File: config.mk
export PLATFORM = sky130hd
export DESIGN_NAME = hsfd_core
export DESIGN_NICKNAME = d
export VERILOG_FILES = /design/src/core/hsfd_pkg.sv /design/src/core/hsfd_core.sv
export SDC_FILE = /design/constraint.sdc
export NUM_CORES = 1
export LEC_CHECK = 0
export ABC_CLOCK_PERIOD_IN_PS = 13900
export BUFFER_PORTS_ARGS = -buffer_cell sky130_fd_sc_hd__buf_2
export CAP_MARGIN = 20
export CORE_MARGIN = 5
export CORE_UTILIZATION = 65
export DETAILED_ROUTE_END_ITERATION = 16
export PLACE_DENSITY = 0.86
export REMOVE_ABC_BUFFERS = 1
export SLEW_MARGIN = 0
export SYNTH_ARGS = -nofsm -noshare
export SYNTH_HDL_FRONTEND = slang
export SYNTH_SLANG_ARGS = --single-unit
File: constraint.sdc
create_clock -name clk_sys -period 13.9 [get_ports clk_sys]
set_input_delay 2.085 -clock clk_sys [delete_from_list [all_inputs] [get_ports clk_sys]]
set_output_delay 2.085 -clock clk_sys [all_outputs]
set_load 0.1 [all_outputs]
File: src/core/hsfd_pkg.sv
// Operation
// RULE_01 - store error during configuration read: fault, then permanent store-fault latch.
// RULE_02 - transistor checks run after configuration read and before every retry; the code skips them when surge, high and low input faults restart via standby.
// RULE_03 - damaged-transistor faults pass through fault state straight to latch-off.
// RULE_04 - drain-source short: current over limit, gate low, weak pull-down active.
// RULE_05 - short current limit is selected by the current-sense range.
// RULE_06 - each damaged-transistor fault has matching enable, mask and status bits.
// RULE_07 - in transistor check, gate high with current over limit is gate-drain short.
// RULE_08 - gate not below 1 V within 10 ms of pull-down is gate-drain short.
// RULE_09 - gate rising again with current over limit after slow drop is gate-drain short.
// RULE_10 - watchdog expiry without power good and gate low gives gate-source short.
// RULE_11 - watchdog timer times the gate-source check even with watchdog fault off.
// RULE_12 - software keeps gate-source short disabled whenever boost mode is used.
// RULE_13 - low input threshold is digital in digital mode, comparator otherwise.
// RULE_14 - low input persisting through its timer faults and slowly pulls the gate.
// RULE_15 - low input hysteresis 2 to 13 V gates the exit from idle-wait.
// RULE_16 - low input detection arms only after threshold crossing and enable deglitch.
// RULE_17 - high input persisting through its timer faults and slowly pulls the gate.
// RULE_18 - after high input fault, restart below limit minus 0x60 or comparator.
// RULE_19 - surge above limit through its timer faults with fast or two-step pull-down.
// RULE_20 - after surge fault, restart once input is below surge limit minus 5 V.
// RULE_21 - output low through its timer faults, slow pull-down, retry after cool-down.
// RULE_22 - output low latches off; software sets its threshold below the input one.
// RULE_23 - status bits and fault output stay set until clear, enable restart, power cycle.
package hsfd_pkg;
  localparam int unsigned CLK_MHZ      = 250;
  localparam int unsigned CNT_W        = 24;
  localparam int unsigned GD_WIN_MS    = 10;
  localparam int unsigned GD_WIN_CYC_D = GD_WIN_MS * CLK_MHZ * 1000;
  localparam int unsigned DG_TIME_US   = 1;
  localparam int unsigned DG_CYC_D     = DG_TIME_US * CLK_MHZ;
  localparam int unsigned WD_TIME_MS   = 1;
  localparam int unsigned WD_CYC_D     = WD_TIME_MS * CLK_MHZ * 1000;
  localparam int unsigned COOL_TIME_MS = 1;
  localparam int unsigned COOL_CYC_D   = COOL_TIME_MS * CLK_MHZ * 1000;
  localparam int unsigned CHK_TIME_US  = 1;
  localparam int unsigned CHK_CYC_D    = CHK_TIME_US * CLK_MHZ;
  localparam int unsigned ENDG_TIME_US = 1;
  localparam int unsigned ENDG_CYC_D   = ENDG_TIME_US * CLK_MHZ;

  // byte offsets of the register words
  localparam logic [5:0] OFS_ENABLE    = 6'h00;
  localparam logic [5:0] OFS_MASK      = 6'h04;
  localparam logic [5:0] OFS_STATUS    = 6'h08;
  localparam logic [5:0] OFS_CONFIG    = 6'h0C;
  localparam logic [5:0] OFS_LOW_IN    = 6'h10;
  localparam logic [5:0] OFS_HIGH_IN   = 6'h14;
  localparam logic [5:0] OFS_SURGE     = 6'h18;
  localparam logic [5:0] OFS_LOW_OUT   = 6'h1C;
  localparam logic [5:0] OFS_STATE     = 6'h20;

  // fault bit positions, shared by enable, mask and status
  localparam int unsigned NFLT            = 8;
  localparam int unsigned FB_DRAIN_SOURCE = 0;
  localparam int unsigned FB_GATE_DRAIN   = 1;
  localparam int unsigned FB_GATE_SOURCE  = 2;
  localparam int unsigned FB_LOW_IN       = 3;
  localparam int unsigned FB_HIGH_IN      = 4;
  localparam int unsigned FB_SURGE        = 5;
  localparam int unsigned FB_LOW_OUT      = 6;
  localparam int unsigned FB_STORE        = 7;

  // config word fields
  localparam int unsigned CF_DIGITAL   = 0;
  localparam int unsigned CF_CS_LSB    = 1;
  localparam int unsigned CF_VT_LSB    = 3;
  localparam int unsigned CF_HYST_LSB  = 5;
  localparam int unsigned CF_OUV_RETRY = 9;

  localparam logic [7:0]  RST_ENABLE   = 8'h7F;
  localparam logic [7:0]  RST_MASK     = 8'h00;
  localparam logic [9:0]  RST_CONFIG   = 10'h001;
  localparam logic [11:0] RST_LOW_IN   = 12'h000;
  localparam logic [11:0] RST_HIGH_IN  = 12'hFFF;
  localparam logic [11:0] RST_SURGE    = 12'hFFF;
  localparam logic [11:0] RST_LOW_OUT  = 12'h000;

  // voltage codes: high input hysteresis, surge 5 V on 88 V range, low hyst
  localparam logic [12:0] HIGH_HYST    = 13'h0060;
  localparam logic [12:0] SURGE_HYST   = 13'h00E9;
  localparam logic [12:0] LOW_HYST_BASE = 13'h005D;
  localparam logic [12:0] LOW_HYST_STEP = 13'h0022;

  // short limits in mA for 12.5, 25, 50, 100 mV ranges at 1 milliohm
  localparam logic [15:0] SHORT_LIM_0  = 16'h00F0;
  localparam logic [15:0] SHORT_LIM_1  = 16'h0208;
  localparam logic [15:0] SHORT_LIM_2  = 16'h044C;
  localparam logic [15:0] SHORT_LIM_3  = 16'h0898;

  typedef enum logic [3:0] {
    ST_POR   = 4'b0000,
    ST_READ  = 4'b0001,
    ST_CHK   = 4'b0010,
    ST_STBY  = 4'b0011,
    ST_PWRUP = 4'b0100,
    ST_ON    = 4'b0101,
    ST_FAULT = 4'b0110,
    ST_LATCH = 4'b0111,
    ST_MEM   = 4'b1000,
    ST_COOL  = 4'b1001
  } hsfd_state_t;

  // lower code is higher priority
  typedef enum logic [2:0] {
    CS_MEM     = 3'b000,
    CS_DAMAGED = 3'b001,
    CS_SURGE   = 3'b010,
    CS_HIGH    = 3'b011,
    CS_LOW     = 3'b100,
    CS_OUT     = 3'b101,
    CS_WD      = 3'b110,
    CS_NONE    = 3'b111
  } hsfd_cause_t;

  typedef struct packed {
    logic [11:0] vin;
    logic [11:0] vout;
    logic [15:0] isense_ma;
    logic        vgs_above_1v;
    logic        fully_enhanced;
    logic        ana_low_in;
    logic        ana_high_in;
    logic        ana_low_out;
  } hsfd_sense_t;

  typedef struct packed {
    logic on;
    logic slow_pd;
    logic fast_pd;
  } hsfd_gate_t;
endpackage

File: src/core/hsfd_core.sv
`timescale 1ns/1ps
module hsfd_core
  import hsfd_pkg::*;
#(
  parameter int unsigned DG_CYC     = DG_CYC_D,
  parameter int unsigned WD_CYC     = WD_CYC_D,
  parameter int unsigned GD_WIN_CYC = GD_WIN_CYC_D,
  parameter int unsigned COOL_CYC   = COOL_CYC_D,
  parameter int unsigned CHK_CYC    = CHK_CYC_D,
  parameter int unsigned ENDG_CYC   = ENDG_CYC_D
) (
  input  wire logic        clk_sys,
  input  wire logic        reset_n,
  input  wire logic [5:0]  avs_address,
  input  wire logic        avs_read,
  input  wire logic        avs_write,
  input  wire logic [31:0] avs_writedata,
  output logic      [31:0] avs_readdata,
  output logic             avs_waitrequest,
  input  wire hsfd_sense_t sense,
  input  wire logic        cfg_read_done,
  input  wire logic        cfg_mem_err,
  input  wire logic        enable_pin,
  output hsfd_gate_t       gate_ctl,
  output logic             power_good_output,
  output logic             fault_output
);
  localparam int unsigned CMAX = (1 << CNT_W) - 1;

  initial begin
    if (DG_CYC < 1 || WD_CYC < 1 || GD_WIN_CYC < 1 || COOL_CYC < 1 ||
        CHK_CYC < 1 || ENDG_CYC < 1 || DG_CYC > CMAX || WD_CYC > CMAX ||
        GD_WIN_CYC > CMAX || COOL_CYC > CMAX || CHK_CYC > CMAX ||
        ENDG_CYC > CMAX)
      $error("hsfd_core: timer count out of range");
  end

  hsfd_state_t        state_r, state_nxt;
  hsfd_cause_t        cause_r, cause_nxt, new_cause;
  hsfd_gate_t         gate_r;
  logic [CNT_W-1:0]   st_cnt_r;
  logic [NFLT-1:0]    enable_r, mask_r, status_r, set_vec;
  logic [9:0]         config_r;
  logic [11:0]        low_in_r, high_in_r, surge_r, low_out_r;
  logic               wait_r, pg_r, fpin_r, uv_armed_r, gd_dropped_r;
  logic               en_q_r, en_low_seen_r;
  logic [31:0]        rdata_r, rd_mux;
  logic               wr_take, clr_req;
  logic               digital, over_short, vgs_hi;
  logic [15:0]        short_lim;
  logic [12:0]        vin13, low_hyst, surge_hyst;
  logic               uv_low, uv_ok, ov_high, ov_clear;
  logic               surge_high, surge_clear, ouv_low;
  logic               pd_state, wd_hit, gd_win_hit;
  logic               f_ds, f_gd, f_gs;
  logic [3:0]         dg_cond, dg_act, dg_hit;
  logic [CNT_W-1:0]   dg_cnt [4];

  // ---------------- sense decoding ----------------
  assign digital = config_r[CF_DIGITAL];
  assign vgs_hi  = sense.vgs_above_1v;
  assign vin13   = {1'b0, sense.vin};

  always_comb begin
    case (config_r[CF_CS_LSB +: 2]) // RULE_05
      2'd0:    short_lim = SHORT_LIM_0;
      2'd1:    short_lim = SHORT_LIM_1;
      2'd2:    short_lim = SHORT_LIM_2;
      default: short_lim = SHORT_LIM_3;
    endcase
  end
  assign over_short = sense.isense_ma > short_lim;

  // hysteresis in codes; the same code count means fewer volts on small ranges
  assign low_hyst = 13'(LOW_HYST_BASE +
                        LOW_HYST_STEP * {9'd0, config_r[CF_HYST_LSB +: 4]});
  assign surge_hyst = (config_r[CF_VT_LSB +: 2] == 2'd0) ? SURGE_HYST :
                      (config_r[CF_VT_LSB +: 2] == 2'd1) ?
                      13'(SURGE_HYST << 1) : 13'(SURGE_HYST << 2);

  assign uv_low  = digital ? (sense.vin <= low_in_r) : sense.ana_low_in; // RULE_13
  assign uv_ok   = digital ? (vin13 > 13'({1'b0, low_in_r} + low_hyst))
                           : !sense.ana_low_in; // RULE_15
  assign ov_high = digital ? (sense.vin >= high_in_r) : sense.ana_high_in;
  assign ov_clear = digital ? (13'(vin13 + HIGH_HYST) < {1'b0, high_in_r})
                            : !sense.ana_high_in; // RULE_18
  assign surge_high  = sense.vin > surge_r;
  assign surge_clear = 13'(vin13 + surge_hyst) < {1'b0, surge_r}; // RULE_20
  assign ouv_low = digital ? (sense.vout < low_out_r) : sense.ana_low_out;

  // ---------------- deglitch timers ----------------
  assign pd_state = (state_r == ST_FAULT) || (state_r == ST_STBY);
  assign dg_cond = {ouv_low, surge_high, ov_high, uv_low};
  assign dg_act[0] = uv_armed_r && enable_r[FB_LOW_IN] && // RULE_16
                     (state_r inside {ST_STBY, ST_PWRUP, ST_ON, ST_FAULT});
  assign dg_act[1] = enable_r[FB_HIGH_IN] &&
                     (state_r inside {ST_STBY, ST_PWRUP, ST_ON, ST_FAULT});
  assign dg_act[2] = enable_r[FB_SURGE] && // RULE_19
                     (state_r inside {ST_STBY, ST_PWRUP, ST_ON, ST_FAULT});
  assign dg_act[3] = enable_r[FB_LOW_OUT] && (state_r == ST_ON); // RULE_21

  genvar g;
  for (g = 0; g < 4; g++) begin : g_dg
    // counter restarts whenever the condition clears before expiry
    always_ff @(posedge clk_sys or negedge reset_n) begin
      if (!reset_n)
        dg_cnt[g] <= '0;
      else if (dg_cond[g] && dg_act[g] && !dg_hit[g])
        dg_cnt[g] <= dg_cnt[g] + 1'b1; // RULE_14 RULE_17
      else
        dg_cnt[g] <= '0;
    end
    assign dg_hit[g] = dg_cond[g] && dg_act[g] &&
                       (dg_cnt[g] == CNT_W'(DG_CYC - 1));
  end

  // ---------------- damaged transistor checks ----------------
  assign wd_hit = (state_r == ST_PWRUP) &&
                  (st_cnt_r == CNT_W'(WD_CYC - 1)); // RULE_11
  assign gd_win_hit = pd_state && vgs_hi && !gd_dropped_r &&
                      (st_cnt_r == CNT_W'(GD_WIN_CYC - 1));
  assign f_ds = enable_r[FB_DRAIN_SOURCE] && gate_r.slow_pd && !vgs_hi &&
                over_short && (pd_state || state_r == ST_CHK); // RULE_04
  assign f_gd = enable_r[FB_GATE_DRAIN] &&
                (((state_r == ST_CHK) && vgs_hi && over_short) || // RULE_07
                 gd_win_hit || // RULE_08
                 (pd_state && gd_dropped_r && gate_r.slow_pd &&
                  vgs_hi && over_short)); // RULE_09
  assign f_gs = enable_r[FB_GATE_SOURCE] && wd_hit &&
                !sense.fully_enhanced && !vgs_hi; // RULE_10

  always_ff @(posedge clk_sys or negedge reset_n) begin
    if (!reset_n)
      gd_dropped_r <= 1'b0;
    else if (state_nxt != state_r)
      gd_dropped_r <= 1'b0;
    else if (pd_state && !vgs_hi && gate_r.slow_pd)
      gd_dropped_r <= 1'b1;
  end

  // ---------------- fault collection ----------------
  always_comb begin
    set_vec = '0;
    set_vec[FB_DRAIN_SOURCE] = f_ds;
    set_vec[FB_GATE_DRAIN]   = f_gd;
    set_vec[FB_GATE_SOURCE]  = f_gs;
    set_vec[FB_LOW_IN]       = dg_hit[0];
    set_vec[FB_HIGH_IN]      = dg_hit[1];
    set_vec[FB_SURGE]        = dg_hit[2];
    set_vec[FB_LOW_OUT]      = dg_hit[3];
    set_vec[FB_STORE]        = (state_r == ST_READ) && cfg_mem_err;
    if (set_vec[FB_STORE])                new_cause = CS_MEM;
    else if (f_ds || f_gd || f_gs)        new_cause = CS_DAMAGED; // RULE_03
    else if (dg_hit[2])                   new_cause = CS_SURGE;
    else if (dg_hit[1])                   new_cause = CS_HIGH;
    else if (dg_hit[0])                   new_cause = CS_LOW;
    else if (dg_hit[3])                   new_cause = CS_OUT;
    else if (wd_hit && !sense.fully_enhanced) new_cause = CS_WD;
    else                                  new_cause = CS_NONE;
  end

  // ---------------- controller state ----------------
  always_comb begin
    state_nxt = state_r;
    cause_nxt = cause_r;
    if (new_cause != CS_NONE && state_r != ST_FAULT) begin
      state_nxt = ST_FAULT;
      cause_nxt = new_cause;
    end else begin
      case (state_r)
        ST_POR:   state_nxt = ST_READ;
        ST_READ:  if (cfg_read_done) state_nxt = ST_CHK; // RULE_02
        ST_CHK:   if (st_cnt_r == CNT_W'(CHK_CYC - 1)) state_nxt = ST_STBY;
        ST_STBY:  if (enable_pin && uv_ok && !ov_high && !surge_high)
                    state_nxt = ST_PWRUP; // RULE_15
        ST_PWRUP: if (!enable_pin) state_nxt = ST_STBY;
                  else if (sense.fully_enhanced) state_nxt = ST_ON;
        ST_ON:    if (!enable_pin) state_nxt = ST_STBY;
        ST_FAULT: begin
          // a higher priority fault takes over; the held cause is discarded
          if (new_cause < cause_r) cause_nxt = new_cause;
          else if (cause_r == CS_MEM) state_nxt = ST_MEM; // RULE_01
          else if (!vgs_hi) begin
            case (cause_r)
              CS_DAMAGED: state_nxt = ST_LATCH; // RULE_03
              CS_SURGE:   if (surge_clear) state_nxt = ST_STBY; // RULE_20
              CS_HIGH:    if (ov_clear) state_nxt = ST_STBY; // RULE_18
              CS_LOW:     if (uv_ok) state_nxt = ST_STBY;
              CS_OUT:     state_nxt = config_r[CF_OUV_RETRY] ?
                                      ST_COOL : ST_LATCH; // RULE_21 RULE_22
              default:    state_nxt = ST_COOL;
            endcase
          end
          if (state_nxt != ST_FAULT) cause_nxt = CS_NONE;
        end
        ST_COOL:  if (st_cnt_r == CNT_W'(COOL_CYC - 1))
                    state_nxt = ST_CHK; // RULE_02
        ST_LATCH: if (en_low_seen_r && enable_pin) state_nxt = ST_CHK;
        ST_MEM:   state_nxt = ST_MEM; // RULE_01
        default:  state_nxt = ST_POR;
      endcase
    end
  end

  always_ff @(posedge clk_sys or negedge reset_n) begin
    if (!reset_n) begin
      state_r <= ST_POR;
      cause_r <= CS_NONE;
    end else begin
      state_r <= state_nxt;
      cause_r <= cause_nxt;
    end
  end

  // one shared counter times check, watchdog, gate window and cool-down
  always_ff @(posedge clk_sys or negedge reset_n) begin
    if (!reset_n)
      st_cnt_r <= '0;
    else if (state_nxt != state_r)
      st_cnt_r <= '0;
    else if (st_cnt_r != CNT_W'(CMAX))
      st_cnt_r <= st_cnt_r + 1'b1;
  end

  always_ff @(posedge clk_sys or negedge reset_n) begin
    if (!reset_n)
      uv_armed_r <= 1'b0;
    else if (state_r == ST_STBY && enable_pin && !uv_low &&
             st_cnt_r >= CNT_W'(ENDG_CYC - 1))
      uv_armed_r <= 1'b1; // RULE_16
  end

  always_ff @(posedge clk_sys or negedge reset_n) begin
    if (!reset_n) begin
      en_q_r        <= 1'b0;
      en_low_seen_r <= 1'b0;
    end else begin
      en_q_r <= enable_pin;
      if (state_r != ST_LATCH)
        en_low_seen_r <= 1'b0;
      else if (!enable_pin)
        en_low_seen_r <= 1'b1;
    end
  end

  // ---------------- gate and power good ----------------
  always_ff @(posedge clk_sys or negedge reset_n) begin
    if (!reset_n) begin
      gate_r <= '{on: 1'b0, slow_pd: 1'b1, fast_pd: 1'b0};
      pg_r   <= 1'b0;
    end else begin
      gate_r.on      <= (state_r == ST_PWRUP) || (state_r == ST_ON);
      gate_r.fast_pd <= (state_r == ST_FAULT) &&
                        (cause_r == CS_SURGE); // RULE_19
      gate_r.slow_pd <= !((state_r == ST_PWRUP) || (state_r == ST_ON) ||
                          ((state_r == ST_FAULT) && (cause_r == CS_SURGE)));
      pg_r <= (state_r == ST_ON); // RULE_01
    end
  end

  // ---------------- register bus ----------------
  // one wait cycle per access; waitrequest idles high between accesses
  assign wr_take = avs_write && !wait_r;
  // clear is refused while a fault is still being serviced
  assign clr_req = (state_r != ST_FAULT) &&
                   ((wr_take && avs_address == OFS_STATUS) ||
                    (en_q_r && !enable_pin)); // RULE_23

  always_ff @(posedge clk_sys or negedge reset_n) begin
    if (!reset_n)
      wait_r <= 1'b1;
    else
      wait_r <= !((avs_read || avs_write) && wait_r);
  end

  always_comb begin
    case (avs_address)
      OFS_ENABLE:  rd_mux = {24'h0000_00, enable_r};
      OFS_MASK:    rd_mux = {24'h0000_00, mask_r};
      OFS_STATUS:  rd_mux = {24'h0000_00, status_r};
      OFS_CONFIG:  rd_mux = {22'h00_0000, config_r};
      OFS_LOW_IN:  rd_mux = {20'h0_0000, low_in_r};
      OFS_HIGH_IN: rd_mux = {20'h0_0000, high_in_r};
      OFS_SURGE:   rd_mux = {20'h0_0000, surge_r};
      OFS_LOW_OUT: rd_mux = {20'h0_0000, low_out_r};
      OFS_STATE:   rd_mux = {25'h000_0000, cause_r, state_r};
      default:     rd_mux = 32'h0000_0000;
    endcase
  end

  always_ff @(posedge clk_sys or negedge reset_n) begin
    if (!reset_n)
      rdata_r <= 32'h0000_0000;
    else if (avs_read && wait_r)
      rdata_r <= rd_mux;
  end

  always_ff @(posedge clk_sys or negedge reset_n) begin
    if (!reset_n) begin
      enable_r  <= RST_ENABLE;
      mask_r    <= RST_MASK;
      config_r  <= RST_CONFIG;
      low_in_r  <= RST_LOW_IN;
      high_in_r <= RST_HIGH_IN;
      surge_r   <= RST_SURGE;
      low_out_r <= RST_LOW_OUT;
    end else if (wr_take) begin
      case (avs_address)
        OFS_ENABLE:  enable_r  <= avs_writedata[NFLT-1:0]; // RULE_06
        OFS_MASK:    mask_r    <= avs_writedata[NFLT-1:0]; // RULE_06
        OFS_CONFIG:  config_r  <= avs_writedata[9:0];
        OFS_LOW_IN:  low_in_r  <= avs_writedata[11:0];
        OFS_HIGH_IN: high_in_r <= avs_writedata[11:0];
        OFS_SURGE:   surge_r   <= avs_writedata[11:0];
        OFS_LOW_OUT: low_out_r <= avs_writedata[11:0];
        default:     ;
      endcase
    end
  end

  // set wins over a clear in the same cycle
  always_ff @(posedge clk_sys or negedge reset_n) begin
    if (!reset_n) begin
      status_r <= '0;
      fpin_r   <= 1'b0;
    end else begin
      status_r <= (clr_req ? '0 : status_r) | set_vec; // RULE_23 RULE_06
      fpin_r   <= |(status_r & ~mask_r);
    end
  end

  assign avs_readdata      = rdata_r;
  assign avs_waitrequest   = wait_r;
  assign gate_ctl          = gate_r;
  assign power_good_output = pg_r;
  assign fault_output      = fpin_r;

  // ---------------- checks ----------------
  chk_store_latch: assert property (@(posedge clk_sys) disable iff (!reset_n)
    state_r == ST_MEM |=> state_r == ST_MEM ##1 !gate_r.on && !pg_r) // RULE_01
    else $error("store fault latch left or gate on");
  chk_damaged_latch: assert property (@(posedge clk_sys) // RULE_03
    disable iff (!reset_n)
    (state_r == ST_FAULT && cause_r == CS_DAMAGED) |=>
      state_r inside {ST_FAULT, ST_LATCH})
    else $error("damaged fault retried");
  chk_ds_status: assert property (@(posedge clk_sys) disable iff (!reset_n)
    f_ds |=> status_r[FB_DRAIN_SOURCE] ##1 fpin_r || mask_r[FB_DRAIN_SOURCE])
    else $error("drain-source fault not reported"); // RULE_04
  chk_status_sticky: assert property (@(posedge clk_sys) // RULE_23
    disable iff (!reset_n)
    !clr_req |=> (status_r & $past(status_r)) == $past(status_r))
    else $error("status bit lost without clear");
  chk_fast_cause: assert property (@(posedge clk_sys) disable iff (!reset_n)
    gate_r.fast_pd |-> $past(state_r) == ST_FAULT &&
                       $past(cause_r) == CS_SURGE) // RULE_19
    else $error("fast pull-down without surge");
  chk_hyst_exit: assert property (@(posedge clk_sys) disable iff (!reset_n)
    (state_r == ST_PWRUP && $past(state_r) == ST_STBY) |->
      $past(uv_ok)) // RULE_15
    else $error("power-up started below hysteresis");
  chk_gs_watch: assert property (@(posedge clk_sys) disable iff (!reset_n)
    (wd_hit && enable_r[FB_GATE_SOURCE] && !sense.fully_enhanced && !vgs_hi)
      |=> state_r == ST_FAULT && cause_r == CS_DAMAGED) // RULE_10
    else $error("gate-source short missed");
  chk_bus_answer: assert property (@(posedge clk_sys) disable iff (!reset_n)
    ((avs_read || avs_write) && wait_r) |=> !wait_r ##1 wait_r)
    else $error("bus answer not one cycle");
  chk_pg_source: assert property (@(posedge clk_sys) disable iff (!reset_n)
    pg_r |-> $past(state_r) == ST_ON && gate_r.on)
    else $error("power good outside normal state");

  cov_store_fault: cover property (@(posedge clk_sys) disable iff (!reset_n)
    state_r == ST_FAULT ##1 state_r == ST_MEM);
  cov_surge_back: cover property (@(posedge clk_sys) disable iff (!reset_n)
    cause_r == CS_SURGE ##1 state_r == ST_STBY);
  cov_latch_off: cover property (@(posedge clk_sys) disable iff (!reset_n)
    state_r == ST_FAULT ##1 state_r == ST_LATCH);
  cov_normal: cover property (@(posedge clk_sys) disable iff (!reset_n)
    state_r == ST_PWRUP ##1 state_r == ST_ON);
endmodule // hsfd_core

==> results.txt, run 1 <==
Status: completed
Sw frac: 37.9%
Std-Cell Rows: 56
WP data required: 14.25 ns
Final net count: 1976
Worst hold slack: 0.478 ns
Cell depth of the worst setup path: 19
Count of final hold-check violations: 0
Reg2Reg Depth: 20
Worst Tran Pin Value: 1.00 ns
Total power: 2080 uW
Global-route wire length before repair: 62.8 mm
# setup viols final: 0
Final min period: 6.77 ns
Synthesis Warnings: 0
CTS Buf Count: 25
Grt ovf: 0
Hold Crit Depth: 1
Worst-path fanout max: 25
Gate power share: 32.0%
Max-Cap Viols: 0
Post-CTS Setup Inserts: 0
Worst vdd ir: 0.0000989 V
Fmax: 148 MHz
CP max stage delay: 0.85 ns
RSZ-0062 raised after global routing: no
Leakage power: 0.00753 uW
Syn Inst Count: 1695
N_diodes: 0
Antenna violations before repair: 1
Crit path kind: primary input to register
Fraction of registers with async set/reset: 100%
Crit path buf inv count: 1
Clk slew on worst S/H paths: 0.06 ns
H-tree levels: 1
Global Route Usage Sum: 28.3%
Synth-to-layout area growth: 8.42%
Hold Path Class: register to register
Vias/cell: 6.22
IO buf count: 87
Worst path top cell family by delay: compound AO/OA/AOI/OAI gates
Type of origin of the critical path: primary input
Die X: 165 um
Pin count of the biggest net entering global routing: 84
Fin crit share: 48.7%
Area taken by multi-input logic gates: 8990 um^2
R2R Setup Slk: 7.77 ns
Slew Limit Fails: 0
Avg WL per Cell: 18.6 um
Fillers: 1769
Slowest cell on the critical path: a21oi_4
Post-CTS Resized: 0
Skew final: 0.0125 ns
CP Cell Sequence: buf_2 -> ha_1 -> fa_1 -> o21ai_0 -> a31oi_1 -> o41ai_1 -> o211ai_1 -> xor2_1 -> ha_1 -> a22oi_1 -> o211ai_1 -> a31oi_1 -> a21oi_1 -> a22oi_1 -> nand3_1 -> o221ai_1 -> nand3_1 -> a21oi_4 -> nor4_1
Longest Clk Path Bufs: 3
Hold_buf cts: 0
Library cells used by synthesis: 88
Share of power burned in registers: 38.6%
Die height: 165 um
Register area: 5830 um^2
Hpwl dp: 28.5 mm
Synthesized area: 15600 um^2
Share of cells above drive strength 1: 15.7%
Crit path arrival time: 7.12 ns
TNS Setup: 0 ns
Net Sw Power: 788 uW
Number of global-route vias before repair: 12600
# DRC: 0
Antenna Nets Post-Route: 0
Via count: 13000
Clock sink count: 231
Clk root buf: clkbuf_16
Initial Utilization: 66.2%
TritonCTS clock tree: done
Clk pwr share: 29.4%
Drt initial violations: 1045
Placeable Area: 23600 um^2
Crit. End Element: register
Boundary Pins: 128
Slew HR: 32.9%
Gpl congestion: 0.937
Internal power: 1290 uW
Post-synth EDFFs: 0
Number of synthesized register bits: 231
Dominant synthesized flop cell: dfrtp_1
Average size of a mapped cell: 9.22 um^2
Die ar.: 27300 um^2
Register area share after synthesis: 37.3%
Pwr dens: 123 nW/um^2
Total Wirelength: 38.9 mm
Pre-Repair DR Iteration Count: 7
Later-pin clock latency in the skew report: 0.52 ns
==> per-layer routing <==
metal  track usage (%)  wire (um)  up-vias
met5                 0         13        -
met4              11.0       1500        2
met3              4.37       2750      104
met2              46.5      18500      512
met1              37.9      16100     6270
li1                  -          -     6140
==> logic make-up after synthesis <==
family	after synthesis	synth area share [%]
adder cells (fa/ha/maj)	129	10.4
flip-flops	231	37.3
XOR/XNOR	123	6.89
buffers and inverters	201	5.68
AO/OA/AOI/OAI	280	11.7
AND/OR/NAND/NOR	644	21.8
other	1	0.0240
multiplexers	86	6.17
==> power groups by stage <==
stage / logic (uW) / clock network [uW] / registers, uW
floorplan: 464 / 0 / 816
global placement: 639 / 0 / 809
detailed placement: 658 / 0 / 810
CTS: 665 / 621 / 798
global route: 738 / 648 / 807
finish: 666 / 611 / 803
==> per-stage QoR <==
stage	util (%)	std cells	setup slack, ns	instance area [um^2]
6_report	71.8	2095	7.13	17000
5_1_grt	71.8	2095	6.88	17000
4_1_cts	71.6	2092	7.22	16900
3_5_place_dp	68.4	2046	6.69	16200
3_3_place_gp	68.4	2046	6.77	16200
2_1_floorplan	-	1636	7.63	15300
==> worst reg2reg max path, cell delays in order, from the launching register on <==
cell and delay (ns):
dfrtp_1 0.71, or2_2 0.26, inv_1 0.07, ha_1 0.21, fa_1 0.43, o21ai_0 0.24
a31oi_1 0.15, o41ai_1 0.50, o211ai_1 0.28, xor2_1 0.20, ha_1 0.31, a22oi_1 0.17
o211ai_1 0.11, a31oi_1 0.15, a21oi_1 0.13, a22oi_1 0.27, nand3_1 0.17, o221ai_1 0.38
nand3_1 0.23, a21oi_4 0.85, nor4_1 0.14
==> cell usage in the layout (no fill, tap or decap), types with 20 or more instances in the layout <==
| master | instances |
|---|---|
| ha_1 | 127 |
| and3_1 | 25 |
| or3_1 | 24 |
| buf_2 | 86 |
| xnor2_1 | 55 |
| xor2_1 | 68 |
| clkbuf_16 | 25 |
| nor3_1 | 21 |
| nand2_1 | 148 |
| o21ai_0 | 77 |
| inv_1 | 123 |
| nor4_2 | 22 |
| a21oi_1 | 59 |
| dfstp_2 | 37 |
| dfrtp_1 | 194 |
| nor2_1 | 176 |
| mux2_2 | 63 |
| mux2i_1 | 21 |
| nand4_1 | 41 |
| nand3_1 | 68 |
| conb_1 | 20 |
| nor4_1 | 30 |
| o22ai_1 | 20 |
==> area by class of cell <==
class                      instances  area share [%]
inverter                         123            2.72
sequential                       231            34.4
clock buffer                      40            4.20
timing repair buffer              94            3.09
multi-input combinational       1282            53.0
tap                              319            2.35
clock inverter                     6           0.221
==> Yosys cell counts, types with 10 or more instances <==
| master | number | area (um^2) |
|---|---|---|
| dfrtp_1 | 194 | 4850 |
| nor2_1 | 176 | 661 |
| nand2_1 | 148 | 556 |
| ha_1 | 127 | 1590 |
| inv_1 | 123 | 462 |
| o21ai_0 | 77 | 385 |
| nand3_1 | 68 | 340 |
| xor2_1 | 68 | 596 |
| mux2_2 | 63 | 709 |
| a21oi_1 | 59 | 295 |
| xnor2_1 | 55 | 482 |
| nand4_1 | 41 | 257 |
| clkbuf_1 | 40 | 150 |
| dfstp_2 | 37 | 972 |
| nor4_1 | 30 | 188 |
| and3_1 | 25 | 156 |
| buf_4 | 25 | 188 |
| or3_1 | 24 | 150 |
| nor4_2 | 22 | 275 |
| mux2i_1 | 21 | 210 |
| nor3_1 | 21 | 105 |
| o22ai_1 | 20 | 125 |
| a21o_1 | 13 | 97.6 |
| nor2b_1 | 13 | 81.3 |
| nand2b_1 | 12 | 75.1 |
| a221oi_1 | 11 | 96.3 |
| o211ai_1 | 11 | 82.6 |
| a31oi_1 | 10 | 62.6 |
==> state kept, by name (all words and copies together), names as in the netlist, 3 cells and up <==
register      flops
dg_cnt           96
st_cnt_r         24
avs_readdata     12
high_in_r        12
low_in_r         12
low_out_r        12
surge_r          12
config_r         10
enable_r          8
mask_r            8
status_r          8
state_r           4
cause_r           3
gate_ctl          3
==> path summary, 6_finish.rpt <==
kind / to / start
setup / recovery: st_cnt_r[1] / sense[33]
hold / removal: avs_waitrequest / avs_waitrequest
min in group asynchronous: low_out_r[10] / reset_n
max in group asynchronous: dg_cnt[56] / reset_n
hold reg to reg: avs_waitrequest / avs_waitrequest
setup reg to reg: st_cnt_r[1] / config_r[4]
(Power assumes the default switching activity.)
==> run 2: changes to the inputs <==
--- a/config.mk
+++ b/config.mk
@@ -5,13 +5,14 @@
 export SDC_FILE = /design/constraint.sdc
 export NUM_CORES = 1
 export LEC_CHECK = 0
-export ABC_CLOCK_PERIOD_IN_PS = 13900
+export ABC_AREA = 1
+export ABC_CLOCK_PERIOD_IN_PS = 6700
 export BUFFER_PORTS_ARGS = -buffer_cell sky130_fd_sc_hd__buf_2
 export CAP_MARGIN = 20
 export CORE_MARGIN = 5
-export CORE_UTILIZATION = 65
+export CORE_UTILIZATION = 61
 export DETAILED_ROUTE_END_ITERATION = 16
-export PLACE_DENSITY = 0.86
+export PLACE_DENSITY = 0.81
 export REMOVE_ABC_BUFFERS = 1
 export SLEW_MARGIN = 0
 export SYNTH_ARGS = -nofsm -noshare
==> constraint.sdc (replaced) <==
create_clock -name clk_sys -period 6.7 [get_ports clk_sys]
set_input_delay 1.005 -clock clk_sys [delete_from_list [all_inputs] [get_ports clk_sys]]
set_output_delay 1.005 -clock clk_sys [all_outputs]
set_load 0.1 [all_outputs]
==> run 2 against run 1 <==
Compared with the run above:
- total power rose by 120%
- register-to-register slack worse by 6.2 ns
- flip-flop and latch count stayed put
- first-iteration DRC count is 2.2% higher
- cell count is 18% higher
- clock-buffer cell count shrank 5
==> results.txt, run 2 <==
H-tree levels: 1 (unchanged)
Sw frac: 38.2% (+0.26 points)
Clk pwr share: 32.3% (+2.9 points)
IO buf count: 87 (unchanged)
Gate power share: 32.0% (about the same)
Largest family of logic cells by synthesized area: simple AND/OR/NAND/NOR gates
Average size of a mapped cell: 7.67 um^2 (-17%)
Final min period: 5.17 ns
Slew Limit Fails: 0 (unchanged)
Fraction of registers with async set/reset: 100% (unchanged)
Die X: 170 um (+2.7%)
R2R Setup Slk: 1.53 ns (-6.24 ns)
Crit path arrival time: 5.57 ns (-1.55 ns)
Largest register by flop count: dg_cnt
Max reg flops: 96 (unchanged)
Drt initial violations: 1068 (+2.2%)
Hpwl dp: 29.8 mm (+4.4%)
Post-synthesis mux area share: 0% (-6.2 points)
Antenna violations before repair: 2 (+1)
Total Wirelength: 39.0 mm (+0.26%)
Synth area leaders: dfrtp_1, ha_1, nand2_1
Yosys top cell by area: dfrtp_1
Min-delay src: dg_cnt[83]
Die height: 170 um (+2.7%)
Filler-free cell count of the finished design: 2465 (+18%)
Post-CTS Setup Inserts: 0 (unchanged)
Placeable Area: 25100 um^2 (+6.3%)
Max-Cap Viols: 0 (unchanged)
Grt ovf: 0 (unchanged)
Dominant synthesized flop cell: dfrtp_1
Final net count: 2334 (+18%)
Post-Synth Simple-Gate Area: 28.3% (+6.5 points)
Leakage power: 0.00785 uW (+4.3%)
Most frequent cell on the critical path: a21oi_1
Area share of the leading cell type in the synthesized netlist: 31.3% (+0.23 points)
Post-synth top cells: nand2_1, inv_1, nor2_1
Later-pin clock latency in the skew report: 0.54 ns (+0.02 ns)
Most frequent cells in the layout: nand2_1, inv_1, nor2_1
Synth Area in Compound Gates: 11.3% (-0.44 points)
Synth-to-layout area growth: 10.1%
Final Util: 68.1% (-3.7 points)
Worst Tran Pin Value: 0.938 ns (-0.0658 ns)
Global Route Usage Sum: 26.8% (-1.5 points)
Top flop regs: dg_cnt x96, st_cnt_r x24
Crit. End Element: register
Clk root buf: clkbuf_16
Count of final hold-check violations: 0 (unchanged)
Vias/cell: 5.64 (-9.3%)
Hold_buf cts: 0 (unchanged)
Worst Hold Path EP: dg_cnt[84]
Fillers: 2108 (+19%)
Pin count of the biggest net entering global routing: 120 (+43%)
Clock sink count: 231 (unchanged)
Slowest cell on the critical path: nand2_4
Pwr dens: 262 nW/um^2 (+110%)
Via count: 13900 (+6.8%)
Status: completed
Register area share after synthesis: 37.5% (+0.27 points)
Worst R2R End: st_cnt_r[23]
CP max stage delay: 0.49 ns (-0.36 ns)
Post-synth EDFFs: 0 (unchanged)
Total power: 4480 uW (+120%)
Reg2Reg Depth: 29 (+45%)
Net Sw Power: 1710 uW (+120%)
Internal power: 2770 uW (+110%)
Longest Clk Path Bufs: 3 (unchanged)
Library cells used by synthesis: 57 (-35%)
# DRC: 0 (unchanged)
WP data required: 7.10 ns (-7.15 ns)
Post-CTS Resized: 0 (unchanged)
Worst vdd ir: 0.000247 V (+150%)
Skew final: 0.0196 ns (+0.00706 ns)
Pre-Repair DR Iteration Count: 5 (-2)
Worst hold slack: 0.460 ns (-0.0183 ns)
Die ar.: 28700 um^2 (+5.4%)
TritonCTS clock tree: done
Fmax: 194 MHz
Slew HR: 37.3% (+4.3 points)
Share of power burned in registers: 35.7% (-2.9 points)
Global-route wire length before repair: 64.3 mm (+2.4%)
Synth Area in XOR/XNOR: 2.65% (-4.2 points)
Number of global-route vias before repair: 13300 (+5.9%)
Worst-path fanout max: 25 (unchanged)
Adder and majority gate portion of the synthesized area: 10.5% (+0.076 points)
Synthesized area: 15500 um^2 (-0.72%)
# setup viols final: 0 (unchanged)
Gpl congestion: 0.981 (+4.6%)
Number of synthesized register bits: 231 (unchanged)
CTS Buf Count: 26 (+4.0%)
Synthesis Warnings: 0 (unchanged)
Crit path kind: register to register
Boundary Pins: 128 (unchanged)
N_diodes: 0 (unchanged)
Initial Utilization: 61.8% (-4.4 points)
Cell with the most instances after synthesis: nand2_1
Hold Crit Depth: 1 (unchanged)
Type of origin of the critical path: register
Dpl cells: 2416 (+18%)
Syn Inst Count: 2024 (+19%)
Hold Path Class: register to register
Std-Cell Rows: 58 (+3.6%)
Share of cells above drive strength 1: 11.7% (-4.0 points)
Antenna Nets Post-Route: 0 (unchanged)
Avg WL per Cell: 15.8 um (-15%)
RSZ-0062 raised after global routing: no
TNS Setup: 0 ns (unchanged)
Clk slew on worst S/H paths: 0.06 ns (about the same)
Fin crit share: 77.1%
Worst r2r src: config_r[5]
Commonest non-fill, non-tap cell in the layout: nand2_1
## run 2: cell count changes after synthesis, moves of 36 or more
| cell | delta |
|---|---|
| xnor2_1 | -42 |
| inv_1 | +189 |
| nor2_1 | +44 |
| nand2_1 | +251 |
| nor3_1 | +58 |
| a21oi_1 | +42 |
| mux2_2 | -63 |
| o21ai_0 | +36 |
## run 2: critical path, delay by kind of cell, from the launching register on
family | cells | cell delay, ns
AND/OR/NAND/NOR | 15 | 1.86
AO/OA/AOI/OAI | 9 | 1.37
adder cells (fa/ha/maj) | 4 | 1.23
flip-flops | 1 | 0.43
XOR/XNOR | 1 | 0.14
## run 2: worst max-delay path by stage
stage                               to  slack (ns)         from  cells after the start
after global placement    st_cnt_r[23]        1.61    sense[34]                     30
final                     st_cnt_r[23]        1.53  config_r[5]                     29
after detailed placement  st_cnt_r[23]        1.44    sense[34]                     30
after floorplan           gd_dropped_r        2.31  config_r[5]                     29
after CTS                 st_cnt_r[23]        1.57  config_r[5]                     29
after global routing      st_cnt_r[23]        1.11  config_r[5]                     29
## run 2: per-layer routing
metal	share of wire [%]	vias up	global-route usage (%)
li1	-	6817	-
met1	43	6468	36.3
met2	46	513	44.4
met3	7.1	108	3.77
met4	3.7	4	9.59
met5	0.064	-	0
## run 2: final cells by class
type	instances	area (um^2)	area share, %
Clock buffer	35	744	4.36
Clock inverter	13	138	0.805
Inverter	321	1200	7.05
Multi-Input combinational cell	1443	8260	48.3
Sequential cell	231	5830	34.1
Tap cell	330	413	2.42
Timing Repair Buffer	92	503	2.94
## run 2: kinds of logic (layout without fill, tap and decap cells)
group	after synthesis	count (layout)
xor gates and xnor gates	47	47
AOI/OAI and AO/OA	308	308
adders and majority gates	129	129
and+or+nand+nor	939	939
DFF	231	231
buffers and inverters	369	461
other	1	20
## run 2: power by group through the flow
stage          registers (uW)  logic (uW)  clock network, uW
2_1_floorplan            1670        1020                  0
3_3_place_gp             1610        1370                  0
3_5_place_dp             1620        1420                  0
4_1_cts                  1590        1430               1470
5_1_grt                  1610        1600               1540
6_report                 1600        1440               1450
## run 2: metrics by stage
stage | cell area, um^2 | setup WS, ns
finish | 17100 | 1.53
global route | 17100 | 1.11
CTS | 17100 | 1.57
detailed placement | 16200 | 1.44
global placement | 16200 | 1.61
floorplan | 15300 | 2.31
